--- src/core/apd_select_pkg.sv ---
package apd_select_pkg;

	// ----------------------------------------------------------------
	// register indices and byte addresses (byte address = index * 4)
	// ----------------------------------------------------------------
	localparam logic [7:0]  IDX_PD_ENABLE  = 8'h40;
	localparam logic [7:0]  IDX_CONV_SEL1  = 8'h45;
	localparam logic [7:0]  IDX_PIN_SEL0   = 8'h46;
	localparam logic [7:0]  IDX_PIN_SEL1   = 8'h47;
	localparam logic [7:0]  IDX_IRQ_STATUS = 8'h50;
	localparam logic [7:0]  IDX_IRQ_CLEAR  = 8'h51;
	localparam logic [7:0]  IDX_IRQ_ENABLE = 8'h52;
	localparam logic [11:0] ADDR_PD_ENABLE  = {2'b00, IDX_PD_ENABLE, 2'b00};
	localparam logic [11:0] ADDR_CONV_SEL1  = {2'b00, IDX_CONV_SEL1, 2'b00};
	localparam logic [11:0] ADDR_PIN_SEL0   = {2'b00, IDX_PIN_SEL0, 2'b00};
	localparam logic [11:0] ADDR_PIN_SEL1   = {2'b00, IDX_PIN_SEL1, 2'b00};
	localparam logic [11:0] ADDR_IRQ_STATUS = {2'b00, IDX_IRQ_STATUS, 2'b00};
	localparam logic [11:0] ADDR_IRQ_CLEAR  = {2'b00, IDX_IRQ_CLEAR, 2'b00};
	localparam logic [11:0] ADDR_IRQ_ENABLE = {2'b00, IDX_IRQ_ENABLE, 2'b00};

	// ----------------------------------------------------------------
	// reset values and writable masks
	// ----------------------------------------------------------------
	localparam logic [15:0] RST_CONV_SEL1 = 16'h1833;
	localparam logic [15:0] RST_PIN_SEL0  = 16'h0000;
	localparam logic [15:0] RST_PIN_SEL1  = 16'h1833;
	localparam logic [15:0] MASK_SEL0     = 16'h0133;
	localparam logic [15:0] MASK_SEL1     = 16'h3833;
	localparam logic [3:0]  RST_CONV_EN   = 4'hF;
	localparam logic [1:0]  RST_PIN_MODE  = 2'h2;
	localparam logic [1:0]  RESP_OKAY     = 2'h0;
	localparam logic [1:0]  RESP_SLVERR   = 2'h2;

	// ----------------------------------------------------------------
	// field positions
	// ----------------------------------------------------------------
	localparam int EXT_BIT   = 13;
	localparam int REF_BIT   = 12;
	localparam int THERM_BIT = 11;
	localparam int NEGB_BIT  = 5;
	localparam int NEGA_BIT  = 4;
	localparam int POSB_BIT  = 1;
	localparam int POSA_BIT  = 0;
	localparam int TEMP_BIT  = 8;
	localparam int MON1_BIT  = 5;
	localparam int MON0_BIT  = 4;
	localparam int CUR1_BIT  = 1;
	localparam int CUR0_BIT  = 0;
	localparam int EN_LSB    = 0;
	localparam int MODE_LSB  = 8;
	localparam int CLAMP_BIT = 12;
	localparam int LIVE_LSB  = 4;
	localparam int ALARM_W   = 12;

	// alarm levels coming from the monitor blocks
	typedef struct packed {
		logic ext_alarm;
		logic reference;
		logic thermal;
		logic neg_b;
		logic neg_a;
		logic pos_b;
		logic pos_a;
		logic temperature;
		logic monitor1;
		logic monitor0;
		logic current1;
		logic current0;
	} alarm_in_t;

	// state of the selection block apart from the alarm synchroniser
	typedef struct packed {
		logic [15:0] conv_sel1;
		logic [15:0] pin_sel0;
		logic [15:0] pin_sel1;
		logic [3:0]  conv_en;
		logic [1:0]  pin_mode;
		logic        clamp;
		logic [1:0]  irq_status;
		logic [1:0]  irq_en;
		logic        conv_hit_d;
		logic        pin_hit_d;
		logic [3:0]  conv_pd;
		logic        pin_drive_off;
		logic        pin_tie_neg;
		logic        pin_tie_dac;
		logic        irq;
		logic        aw_have;
		logic        w_have;
		logic [11:0] aw_addr;
		logic [15:0] wdata;
		logic [1:0]  wstrb;
		logic        awready;
		logic        wready;
		logic        bvalid;
		logic [1:0]  bresp;
		logic        arready;
		logic        rvalid;
		logic [31:0] rdata;
		logic [1:0]  rresp;
	} main_state_t;

endpackage

--- src/core/level_sync.sv ---
`timescale 1ns/100ps
module level_sync #(
	parameter int W = 1
) (
	input  wire logic         aclk,
	input  wire logic         aresetn,
	input  wire logic [W-1:0] d,
	output logic      [W-1:0] q
);

	typedef struct packed {
		logic [W-1:0] s1;
		logic [W-1:0] s2;
	} sync_state_t;

	sync_state_t st_r;
	sync_state_t st_nxt;

	// first stage feeds only the second stage
	always_comb begin
		st_nxt    = st_r;
		st_nxt.s1 = d;
		st_nxt.s2 = st_r.s1;
	end

	always_ff @(posedge aclk) begin
		if (!aresetn) begin
			st_r <= '0;
		end else begin
			st_r <= st_nxt;
		end
	end

	assign q = st_r.s2;

endmodule // level_sync

--- src/core/apd_select.sv ---
// Decided for this implementation: register access over AXI4-Lite.
`timescale 1ns/100ps
// Functional notes
// bit 13 selects external alarm, converters
// bit 12 selects reference alarm, reset one
// bit 11 selects thermal alarm, reset one
// bits 5,4 select negative supplies, reset one
// bits 1,0 select positive supplies, reset one
// converter powers down only when channel enabled
// converter select-1 at 45h, reset 1833h
// pin select-0 bit 8 temperature, reset zero
// pin select-0 bits 5,4 monitor inputs
// pin select-0 bits 1,0 current monitors
// pin powers down only when pin enabled
// pin select-0 at 46h, reset 0000h
// pin select-1 at 47h, reset 1833h
// pin mode 00 ignore, 10 negative, 11 clamp; code clamps in 11 only with clamp bit 12 set, else ties negative
// disabled converter channel ignores events
// group event is OR of selected alarms
// reserved bits read zero, ignore writes
module apd_select
	import apd_select_pkg::*;
(
	input  wire logic        aclk,
	input  wire logic        aresetn,
	input  wire logic [11:0] s_axi_awaddr,
	input  wire logic        s_axi_awvalid,
	output logic             s_axi_awready,
	input  wire logic [31:0] s_axi_wdata,
	input  wire logic [3:0]  s_axi_wstrb,
	input  wire logic        s_axi_wvalid,
	output logic             s_axi_wready,
	output logic [1:0]       s_axi_bresp,
	output logic             s_axi_bvalid,
	input  wire logic        s_axi_bready,
	input  wire logic [11:0] s_axi_araddr,
	input  wire logic        s_axi_arvalid,
	output logic             s_axi_arready,
	output logic [31:0]      s_axi_rdata,
	output logic [1:0]       s_axi_rresp,
	output logic             s_axi_rvalid,
	input  wire logic        s_axi_rready,
	input  wire alarm_in_t   alarm_in,
	output logic [3:0]       converter_pd,
	output logic             pin_drive_off,
	output logic             pin_tie_neg,
	output logic             pin_tie_dac,
	output logic             irq
);

	// ----------------------------------------------------------------
	// alarm synchronisation
	// ----------------------------------------------------------------
	main_state_t st_r;
	main_state_t st_nxt;
	alarm_in_t   al;
	logic [15:0] word0;
	logic [15:0] word1;
	logic        conv_hit;
	logic        pin_hit;
	logic [31:0] rd_data;
	logic        rd_ok;

	// alarms are asynchronous levels from the monitors
	level_sync #(
		.W (ALARM_W)
	) u_alarm_sync (
		.aclk    (aclk),
		.aresetn (aresetn),
		.d       (alarm_in),
		.q       (al)
	);

	// lay synced alarms out like the select registers
	always_comb begin
		word0            = '0;
		word1            = '0;
		word0[TEMP_BIT]  = al.temperature;
		word0[MON1_BIT]  = al.monitor1;
		word0[MON0_BIT]  = al.monitor0;
		word0[CUR1_BIT]  = al.current1;
		word0[CUR0_BIT]  = al.current0;
		word1[EXT_BIT]   = al.ext_alarm;
		word1[REF_BIT]   = al.reference;
		word1[THERM_BIT] = al.thermal;
		word1[NEGB_BIT]  = al.neg_b;
		word1[NEGA_BIT]  = al.neg_a;
		word1[POSB_BIT]  = al.pos_b;
		word1[POSA_BIT]  = al.pos_a;
	end

	// group events: any selected alarm, ORed together
	assign conv_hit = |(word1 & st_r.conv_sel1);
	assign pin_hit  = |(word0 & st_r.pin_sel0)
			| |(word1 & st_r.pin_sel1);

	// ----------------------------------------------------------------
	// register read decode
	// ----------------------------------------------------------------
	always_comb begin
		rd_data = '0;
		rd_ok   = 1'b1;
		unique case ({s_axi_araddr[11:2], 2'b00})
			ADDR_PD_ENABLE: begin
				rd_data[EN_LSB +: 4]   = st_r.conv_en;
				rd_data[MODE_LSB +: 2] = st_r.pin_mode;
				rd_data[CLAMP_BIT]     = st_r.clamp;
			end
			ADDR_CONV_SEL1:  rd_data[15:0] = st_r.conv_sel1;
			ADDR_PIN_SEL0:   rd_data[15:0] = st_r.pin_sel0;
			ADDR_PIN_SEL1:   rd_data[15:0] = st_r.pin_sel1;
			ADDR_IRQ_STATUS: begin
				rd_data[1:0]           = st_r.irq_status;
				rd_data[LIVE_LSB +: 2] = {st_r.pin_hit_d,
						st_r.conv_hit_d};
			end
			ADDR_IRQ_CLEAR:  rd_data = '0;
			ADDR_IRQ_ENABLE: rd_data[1:0] = st_r.irq_en;
			default:         rd_ok = 1'b0;
		endcase
	end

	// byte-lane merge; reserved bits forced low on every write
	function automatic logic [15:0] merge(
		input logic [15:0] old,
		input logic [15:0] data,
		input logic [1:0]  strb,
		input logic [15:0] mask
	);
		logic [15:0] v;
		v = old;
		if (strb[0]) begin
			v[7:0] = data[7:0];
		end
		if (strb[1]) begin
			v[15:8] = data[15:8];
		end
		return v & mask;
	endfunction

	// ----------------------------------------------------------------
	// next state
	// ----------------------------------------------------------------
	always_comb begin
		logic        do_write;
		logic [15:0] v;
		logic [1:0]  clr;
		logic        act;
		do_write = 1'b0;
		v        = '0;
		clr      = '0;
		act      = 1'b0;
		st_nxt   = st_r;

		// write address and data may arrive in either order
		if (s_axi_awvalid && st_r.awready) begin
			st_nxt.aw_have = 1'b1;
			st_nxt.aw_addr = s_axi_awaddr;
		end
		if (s_axi_wvalid && st_r.wready) begin
			st_nxt.w_have = 1'b1;
			st_nxt.wdata  = s_axi_wdata[15:0];
			st_nxt.wstrb  = s_axi_wstrb[1:0];
		end
		if (s_axi_bready && st_r.bvalid) begin
			st_nxt.bvalid = 1'b0;
		end
		do_write = st_r.aw_have && st_r.w_have && !st_r.bvalid;

		if (do_write) begin
			st_nxt.aw_have = 1'b0;
			st_nxt.w_have  = 1'b0;
			st_nxt.bvalid  = 1'b1;
			st_nxt.bresp   = RESP_OKAY;
			unique case ({st_r.aw_addr[11:2], 2'b00})
				ADDR_PD_ENABLE: begin
					v = merge({3'b000, st_r.clamp, 2'b00,
							st_r.pin_mode, 4'h0, st_r.conv_en},
							st_r.wdata, st_r.wstrb, 16'hFFFF);
					st_nxt.conv_en  = v[EN_LSB +: 4];
					st_nxt.pin_mode = v[MODE_LSB +: 2];
					st_nxt.clamp    = v[CLAMP_BIT];
				end
				ADDR_CONV_SEL1: st_nxt.conv_sel1 = merge(
						st_r.conv_sel1, st_r.wdata,
						st_r.wstrb, MASK_SEL1);
				ADDR_PIN_SEL0: st_nxt.pin_sel0 = merge(
						st_r.pin_sel0, st_r.wdata,
						st_r.wstrb, MASK_SEL0);
				ADDR_PIN_SEL1: st_nxt.pin_sel1 = merge(
						st_r.pin_sel1, st_r.wdata,
						st_r.wstrb, MASK_SEL1);
				ADDR_IRQ_STATUS: ;
				ADDR_IRQ_CLEAR: begin
					if (st_r.wstrb[0]) begin
						clr = st_r.wdata[1:0];
					end
				end
				ADDR_IRQ_ENABLE: begin
					if (st_r.wstrb[0]) begin
						st_nxt.irq_en = st_r.wdata[1:0];
					end
				end
				default: st_nxt.bresp = RESP_SLVERR;
			endcase
		end
		// no new address or data while a write is pending
		st_nxt.awready = !st_nxt.aw_have && !st_nxt.bvalid;
		st_nxt.wready  = !st_nxt.w_have && !st_nxt.bvalid;

		// read: one outstanding, answered the cycle after acceptance
		if (s_axi_rready && st_r.rvalid) begin
			st_nxt.rvalid = 1'b0;
		end
		if (s_axi_arvalid && st_r.arready) begin
			st_nxt.rvalid = 1'b1;
			st_nxt.rdata  = rd_data;
			st_nxt.rresp  = rd_ok ? RESP_OKAY : RESP_SLVERR;
		end
		st_nxt.arready = !st_nxt.rvalid;

		// converter outputs follow the event, per enabled channel
		st_nxt.conv_pd = conv_hit ? st_r.conv_en : 4'h0;

		// switched pin: mode 00 ignores, 1x acts on the event
		act = pin_hit && st_r.pin_mode[1];
		st_nxt.pin_drive_off = act;
		st_nxt.pin_tie_neg   = act
				&& (!st_r.pin_mode[0] || !st_r.clamp);
		st_nxt.pin_tie_dac   = act
				&& st_r.pin_mode[0] && st_r.clamp;

		// sticky on rising event; a new event beats a clear
		st_nxt.conv_hit_d = conv_hit;
		st_nxt.pin_hit_d  = pin_hit;
		st_nxt.irq_status = (st_r.irq_status & ~clr)
				| {pin_hit && !st_r.pin_hit_d,
				conv_hit && !st_r.conv_hit_d};
		st_nxt.irq = |(st_nxt.irq_status & st_nxt.irq_en);
	end

	// ----------------------------------------------------------------
	// state register
	// ----------------------------------------------------------------
	always_ff @(posedge aclk) begin
		if (!aresetn) begin
			st_r           <= '0;
			st_r.conv_sel1 <= RST_CONV_SEL1;
			st_r.pin_sel0  <= RST_PIN_SEL0;
			st_r.pin_sel1  <= RST_PIN_SEL1;
			st_r.conv_en   <= RST_CONV_EN;
			st_r.pin_mode  <= RST_PIN_MODE;
		end else begin
			st_r <= st_nxt;
		end
	end

	// outputs straight from the state register
	assign s_axi_awready = st_r.awready;
	assign s_axi_wready  = st_r.wready;
	assign s_axi_bvalid  = st_r.bvalid;
	assign s_axi_bresp   = st_r.bresp;
	assign s_axi_arready = st_r.arready;
	assign s_axi_rvalid  = st_r.rvalid;
	assign s_axi_rdata   = st_r.rdata;
	assign s_axi_rresp   = st_r.rresp;
	assign converter_pd  = st_r.conv_pd;
	assign pin_drive_off = st_r.pin_drive_off;
	assign pin_tie_neg   = st_r.pin_tie_neg;
	assign pin_tie_dac   = st_r.pin_tie_dac;
	assign irq           = st_r.irq;
endmodule // apd_select

--- config.mk ---
export PLATFORM = sky130hd
export DESIGN_NAME = apd_select
export DESIGN_NICKNAME = d
export VERILOG_FILES = /design/src/core/apd_select_pkg.sv /design/src/core/level_sync.sv /design/src/core/apd_select.sv
export SDC_FILE = /design/constraint.sdc
export NUM_CORES = 1
export LEC_CHECK = 0
export BUFFER_PORTS_ARGS = -buffer_cell sky130_fd_sc_hd__buf_4
export CAP_MARGIN = 20
export CELL_PAD_IN_SITES_DETAIL_PLACEMENT = 1
export CELL_PAD_IN_SITES_GLOBAL_PLACEMENT = 1
export CORE_MARGIN = 1
export CORE_UTILIZATION = 31
export DETAILED_ROUTE_END_ITERATION = 16
export PLACE_DENSITY = 0.72
export SYNTH_ARGS = -nofsm -noshare
export SYNTH_HDL_FRONTEND = slang
export SYNTH_HIERARCHICAL = 1
export SYNTH_SLANG_ARGS = --single-unit
--- constraint.sdc ---
create_clock -name aclk -period 1.93 [get_ports aclk]
set_input_delay 0.386 -clock aclk [delete_from_list [all_inputs] [get_ports aclk]]
set_output_delay 0.386 -clock aclk [all_outputs]
set_load 0.05 [all_outputs]
* After elaboration in Yosys (flattened, before gate mapping)
Cells that the tools add are included.
** Storage, ports and cells
- Register bits :: 117
- Input port bits :: 79
** Cells by class
- Eq/ne operators :: 14
- Multiplexer cells :: 23
- Bitwise operators :: 8
- Reductions and logical operators :: 40
** Operators by type and width (count)
- equality test 10 x 7 -> 1 bit, second input constant :: 14
- OR reduction 16 bit :: 3
- 2-to-1 mux 35 bit :: 1
- AND 14 bit :: 2
- AND reduction 3 bit :: 8
- 2-to-1 mux 2 bit :: 10
- logical AND 1 bit :: 15
- OR reduction 7 bit :: 2
- case mux 2 bit (6 select lines) :: 1
- AND 9 bit :: 1
- zero test 1 bit :: 9
- case mux 2 bit (2 select lines) :: 2
- case mux 2 bit (4 select lines) :: 1
- 2-to-1 mux 1 bit :: 5
- AND 2 bit :: 2
- 2-to-1 mux 3 bit :: 1
- case mux 1 bit (3 select lines) :: 1
- NOT 2 bit :: 1
- OR 2 bit :: 1
- case mux 1 bit (2 select lines) :: 1
- AND reduction 2 bit :: 1
- OR reduction 2 bit :: 1
- logical OR 1 bit :: 1
- OR 1 bit :: 1

* Depth between registers and ports, before layout
- Word-level depth :: 8
- Gate-level depth with buffers :: 7

* By module
Netlist, hierarchy kept.
** Modules (own cells, without submodules)
- apd_select :: times used 1, cells an instance 427, area an instance 3723.6 µm², seq. area each 1661.6 µm²
- level_sync :: times used 1, cells an instance 50, area an instance 675.6 µm², seq. area each 480.5 µm²

* Worst setup path before layout
No wires, ideal clock.
- Path type :: input-to-reg
- Start :: in s_axi_araddr[9]
- End :: reg st_r (netlist bit s_axi_rdata[3])
- Library setup time :: 0.070 ns
- Data arrival time :: 1.783 ns
- Data required time :: 1.860 ns
- Path slack :: 0.077 ns
- Stages :: 6
- Path buffers :: 1
- Cells stage by stage :: or4b_1 -> or3_1 -> buf_6 -> nor3_4 -> nand3_1 -> a21oi_1
** On the way
- Longest elaborated chain between the ends :: 2
** RTL lines
- start, declared :: RTL line apd_select.sv:36 : input wire logic [11:0] s_axi_araddr,
- equality test 10 x 7 -> 1 bit :: RTL line apd_select.sv:103 : unique case ({s_axi_araddr[11:2], 2'b00})
- 2-to-1 mux 2 bit :: RTL line apd_select.sv:103
- end signal, assigned :: RTL line apd_select.sv:254 : st_r <= st_nxt;
- end, declared :: RTL line apd_select.sv:54 : main_state_t st_r;
No other way between the ends.
A chain may end at the register's enable or synchronous reset.

* Worst setup path after layout
- Start :: reg st_r[64] (netlist name)
- End :: reg st_r (netlist bit irq)
** On the way
- Longest elaborated chain between the ends :: 8
- Elaborated cells on any way between the ends :: 11
- Classes of those cells :: 2 x eq/ne; 4 x mux; 4 x bitwise; 1 x reduce/logical
** RTL lines
- equality test 10 x 7 -> 1 bit :: RTL line apd_select.sv:175 : unique case ({st_r.aw_addr[11:2], 2'b00})
- 2-to-1 mux 2 bit :: RTL line apd_select.sv:175
- 2-to-1 mux 2 bit :: RTL line apd_select.sv:170 : if (do_write) begin
- NOT 2 bit :: RTL line apd_select.sv:236 : st_nxt.irq_status = (st_r.irq_status & ~clr)
- AND 2 bit :: RTL line apd_select.sv:236
- OR 2 bit :: RTL line apd_select.sv:237 : | {pin_hit && !st_r.pin_hit_d,
- AND 2 bit (*) :: RTL line apd_select.sv:239 : st_nxt.irq = |(st_nxt.irq_status & st_nxt.irq_en);
- OR reduction 2 bit (*) :: RTL line apd_select.sv:239
Every way passes the cells marked *; elsewhere a longest branch is shown, timed or not.

==> flow_metrics.env <==
export IMPL_firstDrtPassIters=6
export IMPL_antenna_found_initial=0
export IMPL_clkSinkCount=107
export IMPL_synth_seq_cells=107
export IMPL_avgSynthCellArea_um2=9.223
export IMPL_cp_required_ps=2170
export IMPL_grt_pass1_wl_um=17120
export IMPL_power_leakage_nw=2.165
export IMPL_synth_ff_type="dfxtp_1"
export IMPL_hold_viol_final=0
export IMPL_drive_gt1_frac=0.2477
export IMPL_rsz0062_at_grt="no"
export IMPL_regArea_mm2=0.002142
export IMPL_cap_viol_max_count=0
export IMPL_finalMaxSlewViolations=0
export IMPL_gr_total_overflow=0
export IMPL_cts_buffers=9
export IMPL_synth_edff_count=0
export IMPL_synthArstFlopShare=0
export IMPL_finalSetupViolCount=0
export IMPL_netlist_instances=477
export IMPL_routedWlPerCell_um=14.69
export IMPL_fin_crit_ps=1815
export IMPL_cts_tree="built"
export IMPL_antenna_cells=0
export IMPL_startpoint="st_r[64]"
export IMPL_path_buf_inv=0
export IMPL_viasPerCell=4.604
export IMPL_cts_root_buf="clkbuf_16"
export IMPL_status="finished clean"
export IMPL_hold_class="in -> reg"
export IMPL_fill_cells=1614
export IMPL_ys_types=48
export IMPL_die_height_um=121.1
export IMPL_fin_crit_sh=0.9402
export IMPL_critical_path_class="reg -> reg"
export IMPL_clock_skew_ps=8.751
export IMPL_cp_cell_sequence="nor4b_4, nand4_1, nor3b_2, mux2i_1, a22o_1"
export IMPL_wirelength_um=10540
export IMPL_worst_setup_path_end_kind="register"
export IMPL_max_freq_mhz=551.1
export IMPL_seq_area_frac_synth=0.4869
export IMPL_port_buffers=77
export IMPL_ant_nets=0
export IMPL_gp_congestion=0.8398
export IMPL_num_rows=43
export IMPL_dp_slack_ps=-238.0
export IMPL_hp_start="alarm_in[10]"
export IMPL_yosysWarnings=6
export IMPL_synthesis_area_mm2=0.004399
export IMPL_powerDensity_mw_per_mm2=898.4
export IMPL_dp_hpwl_um=8143
export IMPL_insertion_delay_ps=350
export IMPL_h_tree_depth=3
export IMPL_max_stage_delay_ps=370
export IMPL_die_x_um=121.1
export IMPL_start_util=0.3169
export IMPL_ir_worst_vdd_mv=0.3925
export IMPL_r2r_start="st_r[64]"
export IMPL_multi_input_area_mm2=0.001919
export IMPL_die_area_mm2=0.01467
export IMPL_cp_arrival_ps=2060
export IMPL_cpLargestDelayFamily="simple AND/OR/NAND/NOR gates"
export IMPL_track_usage=0.1541
export IMPL_cp_slowest_cell="nor3b_2"
export IMPL_postLayoutSetupSlackWorst_ps=115.4
export IMPL_cts_buffer_depth=2
export IMPL_io_pins=128
export IMPL_core_area_mm2=0.01388
export IMPL_grt_pass1_vias=3378
export IMPL_grt_max_degree=33
export IMPL_power_total_w=0.004702
export IMPL_ctsHoldBuffers=0
export IMPL_drt_iter0_markers=82
export IMPL_drcViolationCount=0
export IMPL_vias=3301
export IMPL_path_clk_slew_ps=70
export IMPL_critPathMaxFanout=3
export IMPL_syn_to_final_growth_pct=18.97
export IMPL_worstSetupStartpointType="register"
export IMPL_num_nets_final=611
-- cell type report --
class                           count  share of cell area
Tap cell                          180             0.04303
Inverter                            4            0.002869
Sequential cell                   107              0.4093
Clock buffer                       10             0.04566
Clock inverter                      6            0.009084
Timing Repair Buffer               86              0.1234
Multi-Input combinational cell    324              0.3667
-- worst reg2reg max path, delay by kind of cell (launching register included) --
kind,cells,cell delay [ps]
multiplexers,1,150
AO/OA/AOI/OAI,1,260
AND/OR/NAND/NOR,3,960
flip-flops,1,340
-- power by group --
part / total (W) / internal [W] / switching [W]
combinational: 0.000565 / 0.000196 / 0.000369
sequential: 0.00235 / 0.00229 / 0.0000595
clock: 0.00178 / 0.000927 / 0.000857
-- path summary, 6_finish.rpt --
path                             endpoint  slack, ps  cells after the start
setup / recovery                      irq        120                      5
hold / removal    u_alarm_sync/st_nxt[10]        250                      2
setup reg to reg                      irq        120                      5
hold reg to reg         u_alarm_sync/q[1]        440                      1
-- sequential cells by signal, indices dropped and copies added, names as in the netlist, 4 cells and up --
signal	flops
converter_pd	4
st_r	57
u_alarm_sync/q	12
s_axi_rdata	11
u_alarm_sync/st_nxt	12
-- layout by cell type, fill, tap and decap left out, types with 2 or more instances in the layout --
cell       synthesis  final
dfxtp_1          107    107
buf_4             40     86
nand2_1           81     81
a21oi_1           40     40
mux2i_1           37     37
nor2_1            28     28
conb_1             1     23
and2_2            18     18
and2_1            15     15
o21ai_0           10     10
clkbuf_16          0      9
nor3_1             8      8
nand3_1            7      6
a22o_1             6      6
nor2b_1            4      4
and3_1             5      4
nand2b_1           4      4
nand3b_1           4      4
and3b_1            3      3
a221oi_1           3      3
inv_1              3      3
and4_2             0      2
nand4_1            2      2
a22oi_1            2      2
or3_1              2      2
a32oi_1            2      2
clkinv_2           0      2
inv_6              0      2
-- through the flow --
stage	std cells	hold slack, ps	area [um^2]	util	setup TNS [ps]
final	717	247.5	5234	0.3771	0
after global routing	717	239.2	5234	0.3771	0
after CTS	716	237.0	5209	0.3752	0
after detailed placement	700	423.0	4922	0.3546	-1938
after global placement	700	423.7	4922	0.3546	-1696
after floorplan	499	411.9	4482	-	0
-- layer usage --
layer / wire length [um] / vias up / global-route usage
li1: - / 1659 / -
met1: 4963 / 1554 / 0.1977
met3: 426 / 16 / 0.03383
met4: 194 / 0 / 0.06636
met2: 4952 / 72 / 0.2482
met5: 0 / - / 0
-- synthesized netlist by cell type (all sizes together) (2+ instances only) --
| master | n | area [um^2] |
|---|---|---|
| nor3 | 10 | 66.32 |
| nor2b | 4 | 25.02 |
| a32oi | 2 | 17.52 |
| a21oi | 40 | 200.2 |
| and3 | 5 | 31.28 |
| clkbuf | 17 | 63.81 |
| nand3b | 4 | 30.03 |
| dfxtp | 107 | 2142 |
| a221oi | 3 | 26.28 |
| o21ai | 11 | 55.05 |
| and2 | 33 | 229.0 |
| a22o | 6 | 52.55 |
| and3b | 3 | 26.28 |
| and4 | 2 | 17.52 |
| nor2 | 28 | 105.1 |
| or3 | 2 | 12.51 |
| inv | 3 | 11.26 |
| nand2 | 81 | 304.0 |
| nand2b | 4 | 25.02 |
| nand3 | 7 | 35.03 |
| nand4 | 2 | 12.51 |
| a22oi | 2 | 15.01 |
| mux2i | 37 | 370.4 |
| nor4 | 2 | 33.78 |
| buf | 46 | 349.1 |
-- kinds of logic after synthesis --
kind of cell	count (synthesis)	share of synthesized area
compound gates	70	0.09556
mux	37	0.08419
fa+ha+maj	1	0.002275
buf+inv	68	0.09954
other cells	1	0.0008524
simple gates	193	0.2307
flops	107	0.4869
-- timing repair --
item,4_1_cts,5_1_grt
buffers inserted,0,1
gates resized for setup,0,5
endpoints found under the setup margin,0,16
No activity file was read; power rests on OpenSTA's default activity.
